$ cat config.mk
export PLATFORM = sky130hd
export DESIGN_NAME = icc_top
export DESIGN_NICKNAME = d
export VERILOG_FILES = /design/src/logic/icc_pkg.sv /design/src/logic/icc_edge.sv /design/src/logic/icc_top.sv
export VERILOG_INCLUDE_DIRS = /design/src /design/src/logic
export SDC_FILE = /design/constraint.sdc
export NUM_CORES = 1
export LEC_CHECK = 0
export BUFFER_PORTS_ARGS = -buffer_cell sky130_fd_sc_hd__buf_2
export CORE_MARGIN = 8
export CORE_UTILIZATION = 40
export CTS_CLUSTER_DIAMETER = 40
export DETAILED_ROUTE_END_ITERATION = 10
export PLACE_DENSITY = 0.62
export SLEW_MARGIN = 20
export SYNTH_ARGS = -nofsm -noshare
export SYNTH_HDL_FRONTEND = slang
export SYNTH_HIERARCHICAL = 1
export SYNTH_SLANG_ARGS = --single-unit
$ cat constraint.sdc
create_clock -name aclk -period 4 [get_ports aclk]
set_input_delay 0.2 -clock aclk [delete_from_list [all_inputs] [get_ports aclk]]
set_output_delay 0.2 -clock aclk [all_outputs]
set_load 0.005 [all_outputs]
$ cat src/logic/icc_consts.svh
`ifndef ICC_CONSTS_SVH
`define ICC_CONSTS_SVH
// ==========================================
// Register map (byte addresses)
`define ICC_CTRL_ADDR 4'h0
`define ICC_DATA_ADDR 4'h4
`define ICC_TIMER_ADDR 4'h8
// ==========================================
// Control field positions
`define ICC_MODE_LSB 0
`define ICC_BNE_BIT 3
`define ICC_OV_BIT 4
`define ICC_CPI_LSB 5
`define ICC_SIDL_BIT 13
`define ICC_TSEL_LSB 10
`define ICC_CTRL_WMASK 16'h3C67
`define ICC_CTRL_RESET 16'h0000
// ==========================================
// Buffer, prescaler and bus response figures
`define ICC_BUF_DEPTH 4
`define ICC_PRESCALE_16 4'hF
`define ICC_PRESCALE_4 4'h3
`define ICC_RESP_OKAY 2'h0
`define ICC_RESP_SLVERR 2'h2
`endif

$ cat src/logic/icc_pkg.sv
package icc_pkg;
    typedef enum logic [2:0] {
        ICC_MODE_OFF = 3'h0,
        ICC_MODE_BOTH = 3'h1,
        ICC_MODE_FALL = 3'h2,
        ICC_MODE_RISE = 3'h3,
        ICC_MODE_RISE4 = 3'h4,
        ICC_MODE_RISE16 = 3'h5,
        ICC_MODE_UNUSED = 3'h6,
        ICC_MODE_WAKE = 3'h7
    } icc_mode_type;
    typedef enum logic [2:0] {
        ICC_TSEL_T3 = 3'h0,
        ICC_TSEL_T2 = 3'h1,
        ICC_TSEL_T4 = 3'h2,
        ICC_TSEL_T5 = 3'h3,
        ICC_TSEL_T1 = 3'h4,
        ICC_TSEL_SYS = 3'h7
    } icc_tsel_type;
    typedef struct packed {
        logic [15:0] t1;
        logic [15:0] t2;
        logic [15:0] t3;
        logic [15:0] t4;
        logic [15:0] t5;
    } icc_timers_type;
    typedef struct packed {
        logic sleep;
        logic idle;
    } icc_cpu_type;
endpackage : icc_pkg

$ cat src/logic/icc_edge.sv
`timescale 1ns/1ps
`default_nettype none
`include "icc_consts.svh"
// ==========================================
// Synchroniser and edge events
module icc_edge (
    input wire logic aclk,
    input wire logic aresetn,
    input wire logic pin,
    output logic rise,
    output logic fall
);
    logic s1_ff;
    logic s2_ff;
    logic s3_ff;
    always_ff @(posedge aclk) begin
        if (!aresetn) begin
            s1_ff <= 1'b0;
            s2_ff <= 1'b0;
            s3_ff <= 1'b0;
        end else begin
            s1_ff <= pin;
            s2_ff <= s1_ff;
            s3_ff <= s2_ff;
        end
    end
    assign rise = s2_ff & ~s3_ff;
    assign fall = ~s2_ff & s3_ff;
endmodule : icc_edge
`default_nettype wire

$ cat src/logic/icc_top.sv
// Contract
// - Code 100 selects timer one, synchronous only
// - Code 011 timer five, 010 timer four
// - Per-interrupt 11: every fourth capture (mode 001 ignores it and interrupts on every capture)
// - Per-interrupt 10: every third capture (mode 001 ignores it and interrupts on every capture)
// - Per-interrupt 01: every second capture (mode 001 ignores it and interrupts on every capture)
// - Mode 111: sleep/idle rising-edge interrupt only
// - Wake mode ignores all other settings
// - Mode 110 unused, channel disabled
// - Mode 101 captures every 16th rise
// - Mode 000 switches channel off
`timescale 1ns/1ps
`default_nettype none
`include "icc_consts.svh"
module icc_top (
    input wire logic aclk,
    input wire logic aresetn,
    input wire logic [3:0] s_axi_awaddr,
    input wire logic s_axi_awvalid,
    output logic s_axi_awready,
    input wire logic [31:0] s_axi_wdata,
    input wire logic [3:0] s_axi_wstrb,
    input wire logic s_axi_wvalid,
    output logic s_axi_wready,
    output logic [1:0] s_axi_bresp,
    output logic s_axi_bvalid,
    input wire logic s_axi_bready,
    input wire logic [3:0] s_axi_araddr,
    input wire logic s_axi_arvalid,
    output logic s_axi_arready,
    output logic [31:0] s_axi_rdata,
    output logic [1:0] s_axi_rresp,
    output logic s_axi_rvalid,
    input wire logic s_axi_rready,
    input wire logic capture_channel,
    input wire icc_pkg::icc_timers_type timers,
    input wire icc_pkg::icc_cpu_type cpu,
    output logic capture_irq
);
    // ==========================================
    // Control register and fields
    localparam logic [15:0] ctrl_wmask = `ICC_CTRL_WMASK;
    logic [15:0] ctrl_ff;
    icc_pkg::icc_mode_type mode;
    logic [2:0] tsel;
    logic [1:0] cpi;
    assign mode = icc_pkg::icc_mode_type'(ctrl_ff[`ICC_MODE_LSB +: 3]);
    assign tsel = ctrl_ff[`ICC_TSEL_LSB +: 3];
    assign cpi = ctrl_ff[`ICC_CPI_LSB +: 2];

    // ==========================================
    // Input edges
    logic rise;
    logic fall;
    icc_edge u_edge (
        .aclk(aclk),
        .aresetn(aresetn),
        .pin(capture_channel),
        .rise(rise),
        .fall(fall)
    );

    // ==========================================
    // Time base selection
    logic [15:0] tbase;
    always_comb begin
        unique case (tsel)
            icc_pkg::ICC_TSEL_T1: tbase = timers.t1;
            icc_pkg::ICC_TSEL_T5: tbase = timers.t5;
            icc_pkg::ICC_TSEL_T4: tbase = timers.t4;
            icc_pkg::ICC_TSEL_T2: tbase = timers.t2;
            icc_pkg::ICC_TSEL_T3: tbase = timers.t3;
            default: tbase = 16'h0000;
        endcase
    end

    // ==========================================
    // Capture event decode
    logic [3:0] pre_ff;
    logic active;
    logic cap_evt;
    logic run;
    // Idle stop disables the channel, clearing its buffer, while the core idles
    assign run = ~(ctrl_ff[`ICC_SIDL_BIT] & cpu.idle);
    assign active = run & (mode != icc_pkg::ICC_MODE_OFF)
        & (mode != icc_pkg::ICC_MODE_UNUSED) & (mode != icc_pkg::ICC_MODE_WAKE);
    always_comb begin
        unique case (mode)
            icc_pkg::ICC_MODE_BOTH: cap_evt = rise | fall;
            icc_pkg::ICC_MODE_FALL: cap_evt = fall;
            icc_pkg::ICC_MODE_RISE: cap_evt = rise;
            icc_pkg::ICC_MODE_RISE4: cap_evt = rise & (pre_ff == `ICC_PRESCALE_4);
            icc_pkg::ICC_MODE_RISE16: cap_evt = rise & (pre_ff == `ICC_PRESCALE_16);
            default: cap_evt = 1'b0;
        endcase
        cap_evt = cap_evt & active;
    end

    // Prescaler restarts whenever the channel stops or the mode is not a prescaled setting
    always_ff @(posedge aclk) begin
        if (!aresetn) begin
            pre_ff <= 4'h0;
        end else if (!active || mode < icc_pkg::ICC_MODE_RISE4) begin
            pre_ff <= 4'h0;
        end else if (rise) begin
            if (cap_evt) begin
                pre_ff <= 4'h0;
            end else begin
                pre_ff <= pre_ff + 4'h1;
            end
        end
    end

    // ==========================================
    // Capture buffer (four words)
    logic [15:0] buf_ff [`ICC_BUF_DEPTH];
    logic [1:0] wp_ff;
    logic [1:0] rp_ff;
    logic [2:0] cnt_ff;
    logic ov_ff;
    logic pop;
    logic full;
    assign full = (cnt_ff == 3'h4);
    // Overflowed captures are dropped so the oldest data survive
    always_ff @(posedge aclk) begin
        if (!aresetn) begin
            wp_ff <= 2'h0;
            rp_ff <= 2'h0;
            cnt_ff <= 3'h0;
            ov_ff <= 1'b0;
        end else if (!active) begin
            wp_ff <= 2'h0;
            rp_ff <= 2'h0;
            cnt_ff <= 3'h0;
            ov_ff <= 1'b0;
        end else begin
            if (cap_evt && full) begin
                ov_ff <= 1'b1;
            end
            if (cap_evt && !full) begin
                buf_ff[wp_ff] <= tbase;
                wp_ff <= wp_ff + 2'h1;
            end
            if (pop) begin
                rp_ff <= rp_ff + 2'h1;
            end
            cnt_ff <= cnt_ff + {2'h0, cap_evt && !full} - {2'h0, pop};
        end
    end

    // ==========================================
    // Captures-per-interrupt counter and interrupt
    logic [1:0] evc_ff;
    logic cpi_hit;
    logic wake_hit;
    assign cpi_hit = (mode == icc_pkg::ICC_MODE_BOTH) ? 1'b1 : (evc_ff == cpi);
    // Idle stop is one of the settings that wake mode disregards
    assign wake_hit = (mode == icc_pkg::ICC_MODE_WAKE) & rise
        & (cpu.sleep | cpu.idle);
    always_ff @(posedge aclk) begin
        if (!aresetn) begin
            evc_ff <= 2'h0;
        end else if (!active) begin
            evc_ff <= 2'h0;
        end else if (cap_evt) begin
            evc_ff <= cpi_hit ? 2'h0 : evc_ff + 2'h1;
        end
    end
    always_ff @(posedge aclk) begin
        if (!aresetn) begin
            capture_irq <= 1'b0;
        end else begin
            capture_irq <= (cap_evt & cpi_hit) | wake_hit;
        end
    end

    // ==========================================
    // AXI4-Lite write channel
    logic aw_ok_ff;
    logic w_ok_ff;
    logic [3:0] awaddr_ff;
    logic [31:0] wdata_ff;
    logic [3:0] wstrb_ff;
    logic wr_go;
    assign wr_go = aw_ok_ff & w_ok_ff & ~s_axi_bvalid;
    always_ff @(posedge aclk) begin
        if (!aresetn) begin
            aw_ok_ff <= 1'b0;
            w_ok_ff <= 1'b0;
            awaddr_ff <= 4'h0;
            wdata_ff <= 32'h0000_0000;
            wstrb_ff <= 4'h0;
            s_axi_awready <= 1'b0;
            s_axi_wready <= 1'b0;
            s_axi_bvalid <= 1'b0;
            s_axi_bresp <= `ICC_RESP_OKAY;
        end else begin
            s_axi_awready <= ~aw_ok_ff & ~(s_axi_awvalid & s_axi_awready);
            s_axi_wready <= ~w_ok_ff & ~(s_axi_wvalid & s_axi_wready);
            if (s_axi_awvalid && s_axi_awready) begin
                aw_ok_ff <= 1'b1;
                awaddr_ff <= s_axi_awaddr;
            end
            if (s_axi_wvalid && s_axi_wready) begin
                w_ok_ff <= 1'b1;
                wdata_ff <= s_axi_wdata;
                wstrb_ff <= s_axi_wstrb;
            end
            if (wr_go) begin
                aw_ok_ff <= 1'b0;
                w_ok_ff <= 1'b0;
                s_axi_bvalid <= 1'b1;
                s_axi_bresp <= (awaddr_ff == `ICC_CTRL_ADDR) ? `ICC_RESP_OKAY : `ICC_RESP_SLVERR;
            end else if (s_axi_bvalid && s_axi_bready) begin
                s_axi_bvalid <= 1'b0;
            end
        end
    end

    // Flag bits are hardware owned; a write never reaches them
    always_ff @(posedge aclk) begin
        if (!aresetn) begin
            ctrl_ff <= `ICC_CTRL_RESET;
        end else if (wr_go && awaddr_ff == `ICC_CTRL_ADDR) begin
            if (wstrb_ff[0]) begin
                ctrl_ff[7:0] <= wdata_ff[7:0] & ctrl_wmask[7:0];
            end
            if (wstrb_ff[1]) begin
                ctrl_ff[15:8] <= wdata_ff[15:8] & ctrl_wmask[15:8];
            end
        end
    end

    // ==========================================
    // AXI4-Lite read channel
    logic [15:0] status;
    always_comb begin
        status = ctrl_ff;
        status[`ICC_OV_BIT] = ov_ff;
        status[`ICC_BNE_BIT] = (cnt_ff != 3'h0);
    end
    assign pop = s_axi_arvalid & s_axi_arready & (s_axi_araddr == `ICC_DATA_ADDR)
        & (cnt_ff != 3'h0);
    always_ff @(posedge aclk) begin
        if (!aresetn) begin
            s_axi_arready <= 1'b0;
            s_axi_rvalid <= 1'b0;
            s_axi_rdata <= 32'h0000_0000;
            s_axi_rresp <= `ICC_RESP_OKAY;
        end else begin
            s_axi_arready <= ~s_axi_rvalid & ~(s_axi_arvalid & s_axi_arready);
            if (s_axi_arvalid && s_axi_arready) begin
                s_axi_rvalid <= 1'b1;
                s_axi_rresp <= `ICC_RESP_OKAY;
                unique case (s_axi_araddr)
                    `ICC_CTRL_ADDR: s_axi_rdata <= {16'h0000, status};
                    `ICC_DATA_ADDR: s_axi_rdata <= {16'h0000, buf_ff[rp_ff]};
                    `ICC_TIMER_ADDR: s_axi_rdata <= {16'h0000, tbase};
                    default: begin
                        s_axi_rdata <= 32'h0000_0000;
                        s_axi_rresp <= `ICC_RESP_SLVERR;
                    end
                endcase
            end else if (s_axi_rvalid && s_axi_rready) begin
                s_axi_rvalid <= 1'b0;
            end
        end
    end

    // ==========================================
    // Checks
    a_off_quiet: assert property (@(posedge aclk) disable iff (!aresetn)
        mode == icc_pkg::ICC_MODE_OFF |=> !capture_irq)
        else $error("irq while channel off");
    a_unused_quiet: assert property (@(posedge aclk) disable iff (!aresetn)
        mode == icc_pkg::ICC_MODE_UNUSED |=> cnt_ff == 3'h0)
        else $error("buffer filled in unused mode");
    a_rise_cap: assert property (@(posedge aclk) disable iff (!aresetn)
        (mode == icc_pkg::ICC_MODE_RISE && rise && active && !full) |=> cnt_ff != 3'h0)
        else $error("rising edge not captured");
    a_fall_skip: assert property (@(posedge aclk) disable iff (!aresetn)
        (mode == icc_pkg::ICC_MODE_FALL && rise && !fall) |-> !cap_evt)
        else $error("rise captured in falling mode");
    a_pre16_cnt: assert property (@(posedge aclk) disable iff (!aresetn)
        (mode == icc_pkg::ICC_MODE_RISE16 && cap_evt) |-> pre_ff == 4'hF)
        else $error("prescale not sixteen");
    a_cpi_four: assert property (@(posedge aclk) disable iff (!aresetn)
        (cap_evt && mode != icc_pkg::ICC_MODE_BOTH && cpi == 2'h3 && evc_ff != 2'h3)
        |=> !capture_irq)
        else $error("early irq on fourth");
    a_cpi_three: assert property (@(posedge aclk) disable iff (!aresetn)
        (cap_evt && mode != icc_pkg::ICC_MODE_BOTH && cpi == 2'h2 && evc_ff == 2'h2)
        |=> capture_irq)
        else $error("missing irq on third");
    a_cpi_two: assert property (@(posedge aclk) disable iff (!aresetn)
        (cap_evt && mode != icc_pkg::ICC_MODE_BOTH && cpi == 2'h1 && evc_ff == 2'h1)
        |=> capture_irq && evc_ff == 2'h0)
        else $error("missing irq on second");
    a_both_every: assert property (@(posedge aclk) disable iff (!aresetn)
        (cap_evt && mode == icc_pkg::ICC_MODE_BOTH) |=> capture_irq)
        else $error("both-edge mode used count");
    a_wake_irq: assert property (@(posedge aclk) disable iff (!aresetn)
        (mode == icc_pkg::ICC_MODE_WAKE && rise && (cpu.sleep || cpu.idle)) |=> capture_irq)
        else $error("wake edge lost");
    a_wake_nocap: assert property (@(posedge aclk) disable iff (!aresetn)
        mode == icc_pkg::ICC_MODE_WAKE |-> !cap_evt)
        else $error("capture in wake mode");
    a_ov_set: assert property (@(posedge aclk) disable iff (!aresetn)
        (cap_evt && full) |=> ov_ff)
        else $error("overflow not flagged");
    a_t1_base: assert property (@(posedge aclk) disable iff (!aresetn)
        tsel == 3'h4 |-> tbase == timers.t1)
        else $error("wrong time base");
    a_t5_base: assert property (@(posedge aclk) disable iff (!aresetn)
        tsel == 3'h3 |-> tbase == timers.t5)
        else $error("wrong time base");
    c_capture: cover property (@(posedge aclk) cap_evt);
    c_overflow: cover property (@(posedge aclk) cap_evt && full);
    c_wake: cover property (@(posedge aclk) wake_hit);
    c_pop: cover property (@(posedge aclk) pop);
endmodule : icc_top
`default_nettype wire

Word-level counts from Yosys, hierarchy flattened. Memories as Yosys holds them, arrays and structs flattened. A register that Yosys moved wholly into a read port is not among the register bits. Index checks and enable logic that the tools add are counted. W data, S select, Z words.

Register bits after elaboration: 90. Bits in latches: 0. Memory bits (writable): 64. Bits in read-only memories: 0. Bits of input ports: 134. Output and inout bits: 42. Word-level logic and storage cells: 129. Memories kept: 1.

Add/subtract/negate cells: 6. $mul: 0. Div/mod/pow operators: 0. $lt $le $gt $ge: 1. Equality and inequality tests: 18. Shifts and indexed selects: 0. Muxes and demuxes: 18. Bitwise gates (word level): 36. Reductions and logical operators: 24.

Memory list: buf_ff (depth 4, width 16, rd ports 1, clocked after memory_dff 1, write ports 1, line icc_top.sv:116) `` logic [15:0] buf_ff [`ICC_BUF_DEPTH]; ``.

Operators with widths (number): $pmux W16 S5 (1); $pmux W16 S3 (1); $and A1 B1 Y1 (22); $eq A3 B3 Y1 const B (5); $eq A3 B2 Y1 const B (4); $not A1 Y1 (11); $mux W2 (5); $mux W1 (9); $eq A4 B4 Y1 const B (2); $logic_and A1 B1 Y1 (8); $logic_not A4 Y1 (2); $add A2 B1 Y2 const B (3); $eq A3 B1 Y1 const B (2); $ne A3 B3 Y1 const B (2); $reduce_and A2 Y1 (3); $reduce_bool A3 Y1 (2); $pmux W1 S5 (1); $add A4 B1 Y4 const B (1); $eq A4 B2 Y1 const B (1); $eq A4 B3 Y1 const B (1); $mux W4 (1); $reduce_bool A2 Y1 (2); $reduce_or A2 Y1 (2); $add A3 B1 Y3 (1); other kinds (8) (11).

Longest topological paths before layout. Gate-level depths: netlist (run 1).

Word-level depth: 11. Depth in mapped cells: 15. Depth with buffers taken out: 14.

Modules after synthesis. Netlist (run 1), hierarchy kept.

Modules (own cells, without submodules): icc_top (times used 1, cells an instance 521, area an instance 5993.2 sq um); icc_edge (times used 1, cells an instance 8, area an instance 91.3 sq um).

Worst setup path after synthesis (run 1). No wires, ideal clock.

Path type: register to register. Start: register u_edge.s2_ff. End: register cnt_ff[2]. Arrival: 2.614 ns. Setup slack: 1.262 ns. Stages on the path, launching flop included: 16. Path buffers: 1. Period minus slack after synthesis: 2.738 ns. Cell sequence: dfxtp_1 nor2b_1 o21bai_1 mux2_4 o211a_4 nor2_1 buf_2 nand2_1 ha_1 inv_1 ha_1 inv_1 fa_1 xor2_1 xnor2_1 nor2_1.

RTL lines: start: declaration (line icc_edge.sv:14) `logic s2_ff;`; start signal: assignment (line icc_edge.sv:19) `s2_ff <= 1'b0;`; start signal: assignment (line icc_edge.sv:23) `s2_ff <= s1_ff;`; $and A1 B1 Y1 * (line icc_edge.sv:27) `assign rise = s2_ff & ~s3_ff;`; named net rise (line icc_top.sv:53) `logic rise;`; $and A1 B1 Y1, or another cell as far along (line icc_top.sv:93) `` icc_pkg::ICC_MODE_RISE16: cap_evt = rise & (pre_ff == `ICC_PRESCALE_16); ``; $pmux W1 S5 * (line icc_top.sv:88) `unique case (mode)`; $and A1 B1 Y1 * (line icc_top.sv:96) `cap_evt = cap_evt & active;`; $logic_and A1 B1 Y1 * (line icc_top.sv:147) `cnt_ff <= cnt_ff + {2'h0, cap_evt && !full} - {2'h0, pop};`; $add A3 B1 Y3 * (line icc_top.sv:147); $sub A3 B1 Y3 * (line icc_top.sv:147); end signal: assignment (line icc_top.sv:147); end: declaration (line icc_top.sv:119) `logic [2:0] cnt_ff;`.

Mark *: on every way through the listed nets, which the timed path passes. The rest lies on a longest branch. A chain may end at the register's enable or synchronous reset.

Worst setup path after layout (run 1). Ends and elaborated chain as after synthesis.

==> flow_metrics.py, run 1 <==
metrics = {
    "clock_tree": {
        "ctsHtreeMaxLevel": 4,
        "clock-sinks": 133,
        "clk_latency_ns": 0.41,
        "cts-root-buf": "clkbuf_16",
        "clk_transition_reported_paths_ns": 0.06,
        "cts_made_buffers": 17,
        "clockBufferDepth": 2,
        "cts_tree": "yes",
    },
    "critical_path": {
        "crit_path_end_kind": "flip-flop",
        "path_class": "reg -> reg",
        "reg2reg_depth": 15,
        "cp-start-kind": "flip-flop",
        "startpoint": "u_edge/s2_ff",
        "reg2reg_slack_ns": 1.13,
        "reg2reg_from": "u_edge/s2_ff",
        "cp_data_arrival_time_ns": 3.16,
        "critPathRequiredTime_ns": 4.29,
        "critPathMaxFanout": 13,
    },
    "synth": {
        "synth.area.top_cells": "edfxtp_1, dfxtp_1, mux4_2",
        "synth_xor_area_share_pct": 1.008,
        "synthMuxAreaShare_pct": 10.96,
        "synth_edf_count": 64,
        "synthDominantCellAreaShare_pct": 31.59,
        "syn_inst": 529,
        "synth_seq_cells": 133,
        "synth_compound_area_share_pct": 13.70,
        "synth-simple-area-share_pct": 12.98,
        "synthAdderAreaFrac_pct": 1.768,
        "synth_ff_type": "dfxtp_1",
        "syn_area_um2": 6085,
        "synth_top_family_by_area": "compound AO/OA/AOI/OAI gates",
        "synthDistinctLibCells": 53,
        "yosys_warnings": 6,
        "synth_top_area_cell": "edfxtp_1",
        "avgSynthCellArea_um2": 11.50,
        "async_flop_share_pct": 0,
        "seq_area_frac_synth_pct": 54.29,
    },
    "detailed_routing": {
        "drt_first_iter_violations": 204,
        "drt_pre_antenna_iters": 4,
        "wl_per_cell_um": 17.25,
        "via_per_inst": 5.204,
        "drc": 0,
        "ant_nets": 0,
        "wirelength_mm": 14.79,
        "num_vias": 4460,
    },
    "timing": {
        "hold_viol_final": 0,
        "fin_tns_setup_ns": 0,
        "period_share_pct": 71.67,
        "hold_ws_ns": 0.03359,
        "setup_violations": 0,
        "worst_pin_slew_ns": 0.8193,
        "slew_headroom_pct": 45.31,
        "rsz0062_at_grt": "false",
        "final_max_slew_viol_count": 0,
        "period_minus_slack_ns": 2.867,
        "fmax_mhz": 348.8,
        "fin_skew_ns": 0.006945,
    },
    "die": {
        "start_util_pct": 40.47,
        "num_rows": 45,
        "dieArea_um2": 19410,
        "boundaryPins": 176,
        "dieHeight_um": 139.3,
        "core_um2": 15030,
        "die_x_um": 139.3,
    },
    "layout": {
        "syn_to_final_growth_pct": 22.43,
        "register_area_um2": 3303,
        "nNetsFinal": 798,
        "fin_util_pct": 49.55,
        "instances_no_fill": 857,
        "final_area_um2": 7450,
        "diodes": 0,
        "drive_gt1_share_pct": 33.63,
        "multi_input_area_um2": 2534,
        "fillers": 1360,
    },
    "grt": {
        "gr-total-overflow": 0,
        "antenna_found_initial": 0,
        "grt_max_degree": 45,
        "first_global_vias": 4891,
        "grt_use_total_pct": 15.70,
        "grt_pass1_wl_mm": 24.21,
    },
    "power_and_ir_drop": {
        "power_density_nw_per_um2": 421.9,
        "peakVddDrop_mv": 0.2719,
        "cellLeakagePower_nw": 2.886,
    },
    "min_path": {
        "min_path_type": "in -> reg",
        "hold_path.startpoint": "s_axi_wdata[1]",
        "min_delay_path_depth": 3,
    },
    "outcome": {
        "outcome": "complete, no violations",
    },
    "place": {
        "post-place-cells": 824,
        "dpl_cell_area_um2": 6834,
        "hpwl_mm": 10.59,
        "gp_congestion": 0.7289,
        "io_buffers": 132,
    },
    "run": {
        "drv_cap": 0,
    },
}
==> final timing paths <==
check,to
max,cnt_ff[2]
min,wdata_ff[1]
max reg2reg,cnt_ff[2]
min reg2reg,s_axi_rdata[3]
==> what timing repair did <==
item,4_1_cts,5_1_grt
gates resized for setup,0,0
endpoints found under the setup margin,0,0
setup buffers,0,0
hold buffers,1,0
endpoints found under the hold margin,1,0
==> critical path: stages (launching register included) <==
cell and delay (ns):
dfxtp_1 0.34, nor2b_1 0.14, buf_4 0.19, o21bai_1 0.09, mux2_4 0.27, o211a_4 0.25
nor2_1 0.15, nand2_1 0.08, ha_1 0.27, inv_1 0.05, ha_1 0.13, inv_1 0.05
fa_1 0.37, xor2_1 0.17, xnor2_1 0.14, nor2_1 0.05
==> routing by layer <==
| layer | vias up | global-route usage (%) | share of wire, % |
|---|---|---|---|
| li1 | 2191 | - | - |
| met4 | 0 | 6.008 | 1.4 |
| met2 | 158 | 24.70 | 47 |
| met1 | 2094 | 19.52 | 44 |
| met3 | 17 | 5.404 | 7.7 |
| met5 | - | 0 | 0 |
==> cell families (layout without fill, tap and decap cells) <==
group,Yosys count,in the layout
xor+xnor,7,7
mux,43,43
compound gates,114,114
simple gates,164,164
fa+ha+maj,8,8
other cells,1,18
flops,133,133
buf+inv,59,182
==> placed cells by master (no fill, tap or decap), types with 3 or more instances in the layout <==
cell	synthesis	layout
a21boi_0	26	26
a21oi_1	5	5
a22oi_1	43	43
a32oi_1	5	5
and2_1	9	9
and3_1	3	3
and4_1	4	4
buf_2	12	132
buf_4	20	12
clkbuf_16	0	19
clkinv_4	0	5
conb_1	1	18
dfxtp_1	69	69
edfxtp_1	64	64
ha_1	7	7
inv_1	5	5
mux2_2	25	25
mux4_2	16	16
nand2_1	85	85
nand2b_1	3	3
nand3_1	16	16
nand4_1	3	3
nor2_1	15	14
nor2b_1	7	5
nor3_1	5	5
nor3b_1	3	3
o21ai_0	5	5
o22ai_1	17	17
xnor2_1	4	4
xor2_1	3	3
==> sequential cells by signal (all words and copies together), names as in the netlist, 2 cells and up, named ones only <==
name	flops
pre_ff	4
cnt_ff	3
rp_ff	2
ctrl_ff	9
wstrb_ff	2
wdata_ff	9
wp_ff	2
awaddr_ff	4
buf_ff	64
s_axi_rdata	16
evc_ff	2
==> report_power, final <==
part | total [W] | internal, W | leakage, nW | switching [W]
clock | 0.00154 | 0.000940 | 0.296 | 0.000597
sequential | 0.00145 | 0.00144 | 1.13 | 0.0000107
combinational | 0.000153 | 0.0000760 | 1.46 | 0.0000775
==> cells in the mapped netlist, types with 2 or more instances <==
library cell  count
a22oi_1          43
a32oi_1           5
nand2b_1          3
nor2_1           15
clkbuf_1         20
a31oi_1           2
or3_1             2
mux4_2           16
o211ai_1          2
nand2_1          85
dfxtp_1          69
or4_1             2
a211oi_1          2
edfxtp_1         64
buf_2            12
o21ai_0           5
and2_1            9
o22ai_1          17
ha_1              7
nor3_1            5
nand3_1          16
and3_1            3
inv_1             5
nor2b_1           7
xnor2_1           4
nand4_1           3
buf_4            20
a21oi_1           5
a21boi_0         26
and4_1            4
nor3b_1           3
xor2_1            3
mux2_2           25
==> stage by stage <==
stage                     setup slack (ns)  total power, W
final                                1.133        0.003143
after global routing                0.9179        0.003255
after CTS                            1.130        0.003177
after detailed placement             1.140        0.001634
after global placement               1.225        0.001628
after floorplan                      1.262        0.001564
==> cell type report <==
class / count / area share (%)
flip-flops and latches: 133 / 44.34
multi-input cells: 354 / 34.01
repair buffers: 145 / 10.21
clock buffers: 20 / 6.449
well taps: 188 / 3.158
clock inverters: 12 / 1.579
inverters: 5 / 0.2519
No activity file was read; power rests on OpenSTA's default activity.
==> run 2: changes to the inputs <==
--- a/config.mk
+++ b/config.mk
@@ -6,6 +6,7 @@
 export SDC_FILE = /design/constraint.sdc
 export NUM_CORES = 1
 export LEC_CHECK = 0
+export ABC_AREA = 1
 export BUFFER_PORTS_ARGS = -buffer_cell sky130_fd_sc_hd__buf_2
 export CORE_MARGIN = 8
 export CORE_UTILIZATION = 40
==> constraint.sdc (replaced) <==
create_clock -name aclk -period 2.8 [get_ports aclk]
set_input_delay 0.14 -clock aclk [delete_from_list [all_inputs] [get_ports aclk]]
set_output_delay 0.14 -clock aclk [all_outputs]
set_load 0.005 [all_outputs]
==> run 2 against run 1 <==
Combinational power rose by 63%. Synthesized cell count grew 45%. Via count rose by 21%. Die area increased by 2.6%. First-iteration DRC count is 72% higher. Global-route usage is 2.1 points higher. Final area grew 5.9%. Clock power up 38%. Cell count is 35% higher. Worst setup slack worse by 0.90 ns.
==> flow_metrics.py, run 2 <==
metrics = {
    "synth": {
        "synthDistinctLibCells": 37,
        "synth_top_area_cell": "edfxtp_1",
        "syn_inst": 765,
        "synth_top_family_by_area": "simple AND/OR/NAND/NOR gates",
        "synth.area.top_cells": "edfxtp_1, dfxtp_1, nand2_1",
        "seq_area_frac_synth_pct": 52.72,
        "synthAdderAreaFrac_pct": 1.717,
        "synth_seq_cells": 133,
        "synth.most_common_cell": "nand2_1",
        "yosys_warnings": 6,
        "async_flop_share_pct": 0,
        "synth_edf_count": 64,
        "syn_area_um2": 6266,
        "synth_xor_area_share_pct": 0.9784,
        "synthMuxAreaShare_pct": 0,
        "synthDominantCellAreaShare_pct": 30.67,
        "synth_compound_area_share_pct": 6.350,
        "synth-simple-area-share_pct": 30.45,
        "synth_common_cells": "nand2_1, nand3_1, dfxtp_1, edfxtp_1, nor2_1",
        "synth_ff_type": "dfxtp_1",
        "avgSynthCellArea_um2": 8.191,
    },
    "timing": {
        "rsz0062_at_grt": "false",
        "fin_skew_ns": 0.01173,
        "final_max_slew_viol_count": 0,
        "slew_headroom_pct": 31.82,
        "setup_violations": 0,
        "hold_viol_final": 0,
        "fmax_mhz": 390.1,
        "period_share_pct": 91.55,
        "fin_tns_setup_ns": 0,
        "period_minus_slack_ns": 2.563,
        "worst_pin_slew_ns": 1.022,
    },
    "layout": {
        "top_register": "buf_ff",
        "final_common_cell": "nand2_1",
        "fin_util_pct": 51.72,
        "largest_reg_flops": 64,
        "reg_top3": "buf_ff (64), s_axi_rdata (16)",
        "most-common-layout-cells": "nand2_1, buf_2, nand3_1, dfxtp_1",
        "nNetsFinal": 1070,
        "drive_gt1_share_pct": 22.87,
        "syn_to_final_growth_pct": 25.94,
    },
    "die": {
        "core_um2": 15260,
        "num_rows": 45,
        "die_x_um": 141.2,
        "dieArea_um2": 19930,
        "dieHeight_um": 141.2,
        "start_util_pct": 41.07,
        "boundaryPins": 176,
    },
    "place": {
        "gp_congestion": 0.7944,
        "io_buffers": 132,
        "hpwl_mm": 12.82,
    },
    "critical_path": {
        "startpoint": "u_edge/s2_ff",
        "path_common_cell": "inv_1",
        "path_class": "reg -> reg",
        "crit_chain": "inv_1 -> nor2_4 -> inv_2 -> nor3_2 -> nand2_1 -> nand3_2 -> nand3_2 -> ha_1 -> inv_1 -> ha_1 -> inv_1 -> fa_1 -> or2_2 -> a21oi_1",
        "max_stage_delay_ns": 0.38,
        "reg2reg_from": "u_edge/s2_ff",
        "critPathMaxFanout": 5,
        "cp-start-kind": "flip-flop",
        "critPathSlowestCell": "fa_1",
        "crit_path_end_kind": "flip-flop",
        "cp_data_arrival_time_ns": 2.90,
        "critPathRequiredTime_ns": 3.14,
    },
    "clock_tree": {
        "clock-sinks": 133,
        "clk_latency_ns": 0.41,
        "ctsHtreeMaxLevel": 4,
        "post_cts_buffers": 0,
        "cts-root-buf": "clkbuf_16",
        "cts_tree": "yes",
        "clockBufferDepth": 2,
        "cts_made_buffers": 17,
        "clk_transition_reported_paths_ns": 0.05,
    },
    "detailed_routing": {
        "drc": 0,
        "ant_nets": 0,
        "wirelength_mm": 17.56,
        "via_per_inst": 4.691,
        "wl_per_cell_um": 15.23,
        "drt_first_iter_violations": 351,
        "drt_pre_antenna_iters": 5,
        "num_vias": 5409,
    },
    "grt": {
        "first_global_vias": 5397,
        "gr-total-overflow": 0,
        "grt_use_total_pct": 17.82,
        "grt_pass1_wl_mm": 27.88,
        "grt_max_degree": 33,
        "antenna_found_initial": 5,
    },
    "power_and_ir_drop": {
        "peakVddDrop_mv": 0.3490,
        "clkPwrFrac_pct": 47.8,
        "power_density_nw_per_um2": 565.8,
        "combPwrFrac_pct": 5.6,
        "swShare_pct": 21.52,
        "p_seq_share_pct": 46.6,
        "netSwitchingPower_w": 0.0009607,
        "internal_power_w": 0.003504,
        "power.total_w": 0.004465,
        "cellLeakagePower_nw": 3.552,
    },
    "outcome": {
        "outcome": "complete, no violations",
    },
    "run": {
        "drv_cap": 0,
    },
    "min_path": {
        "hold_path.startpoint": "cpu[1]",
        "min_path_type": "in -> reg",
    },
}
[run 2: cell count changes after synthesis, sizes merged, moves of 15 or more]
cell | previous run | this run
a21boi | 26 | 0
a22oi | 44 | 1
inv | 5 | 57
mux2 | 26 | 0
mux4 | 16 | 0
nand2 | 85 | 271
nand3 | 16 | 76
nor2 | 15 | 69
o21ai | 5 | 45
o22ai | 17 | 0
or2 | 0 | 15
[run 2: final timing paths]
kind                       end  slack (ns)  cells after the start
setup / recovery     cnt_ff[2]        0.24                     14
hold / removal     capture_irq        0.07                      3
setup reg to reg     cnt_ff[2]        0.24                     14
hold reg to reg   u_edge/s2_ff        0.42                      2
[run 2: layer usage]
metal	vias to the layer above	part of all wire, %	wire [µm]	GRT usage (%)
li1	2777	-	-	-
met1	2481	41	7219	20.27
met2	120	51	8963	31.94
met3	23	6.6	1155	5.199
met4	8	0.99	174	4.695
met5	-	0.27	48	0
[run 2: stage by stage]
step / area, µm² / worst slack (ns) / hold slack (ns) / instances
6_report: 7891 / 0.2367 / 0.07208 / 1153
5_1_grt: 7889 / 0.06785 / 0.07909 / 1152
4_1_cts: 7881 / 0.1815 / 0.07439 / 1151
3_5_place_dp: 7127 / 0.2141 / 0.3223 / 1102
3_3_place_gp: 7127 / 0.2801 / 0.3217 / 1102
2_1_floorplan: 6330 / 0.3345 / 0.2335 / 782
[run 2: power groups by stage]
| stage | logic, W | clock network, W | registers (W) |
|---|---|---|---|
| floorplan | 0.000129 | 0 | 0.00212 |
| global placement | 0.000228 | 0 | 0.00212 |
| detailed placement | 0.000230 | 0 | 0.00212 |
| CTS | 0.000249 | 0.00216 | 0.00208 |
| global route | 0.000282 | 0.00225 | 0.00208 |
| finish | 0.000250 | 0.00213 | 0.00208 |
[run 2: repair_timing]
action / in CTS / in global routing
gates resized for setup: 0 / 1
hold buffers: 18 / 0
endpoints found under the hold margin: 18 / 0
setup endpoints to repair: 0 / 1
[run 2: area by class of cell]
cell class	instances	area [µm²]
Antenna cell	2	5.005
Clock buffer	24	534.3
Clock inverter	7	40.04
Fill cell	1469	7367
Inverter	57	214.0
Multi-Input combinational cell	550	2547
Sequential cell	133	3303
Tap cell	211	264.0
Timing Repair Buffer	169	983.4
[run 2: cells by family (layout without fill, tap and decap cells)]
group	count (synthesis)	count (layout)
adders and majority gates	8	8
xor gates and xnor gates	7	7
and+or+nand+nor	446	446
other	1	20
DFF	133	133
buffers and inverters	99	257
AOI/OAI and AO/OA	71	71
[run 2: worst max-delay path: cells and delay by family, from the launching register on]
kind / cells / cell delay (ns)
buffers and inverters: 4 / 0.26
AO/OA/AOI/OAI: 1 / 0.16
AND/OR/NAND/NOR: 6 / 0.94
flip-flops: 1 / 0.35
adder cells (fa/ha/maj): 3 / 0.80
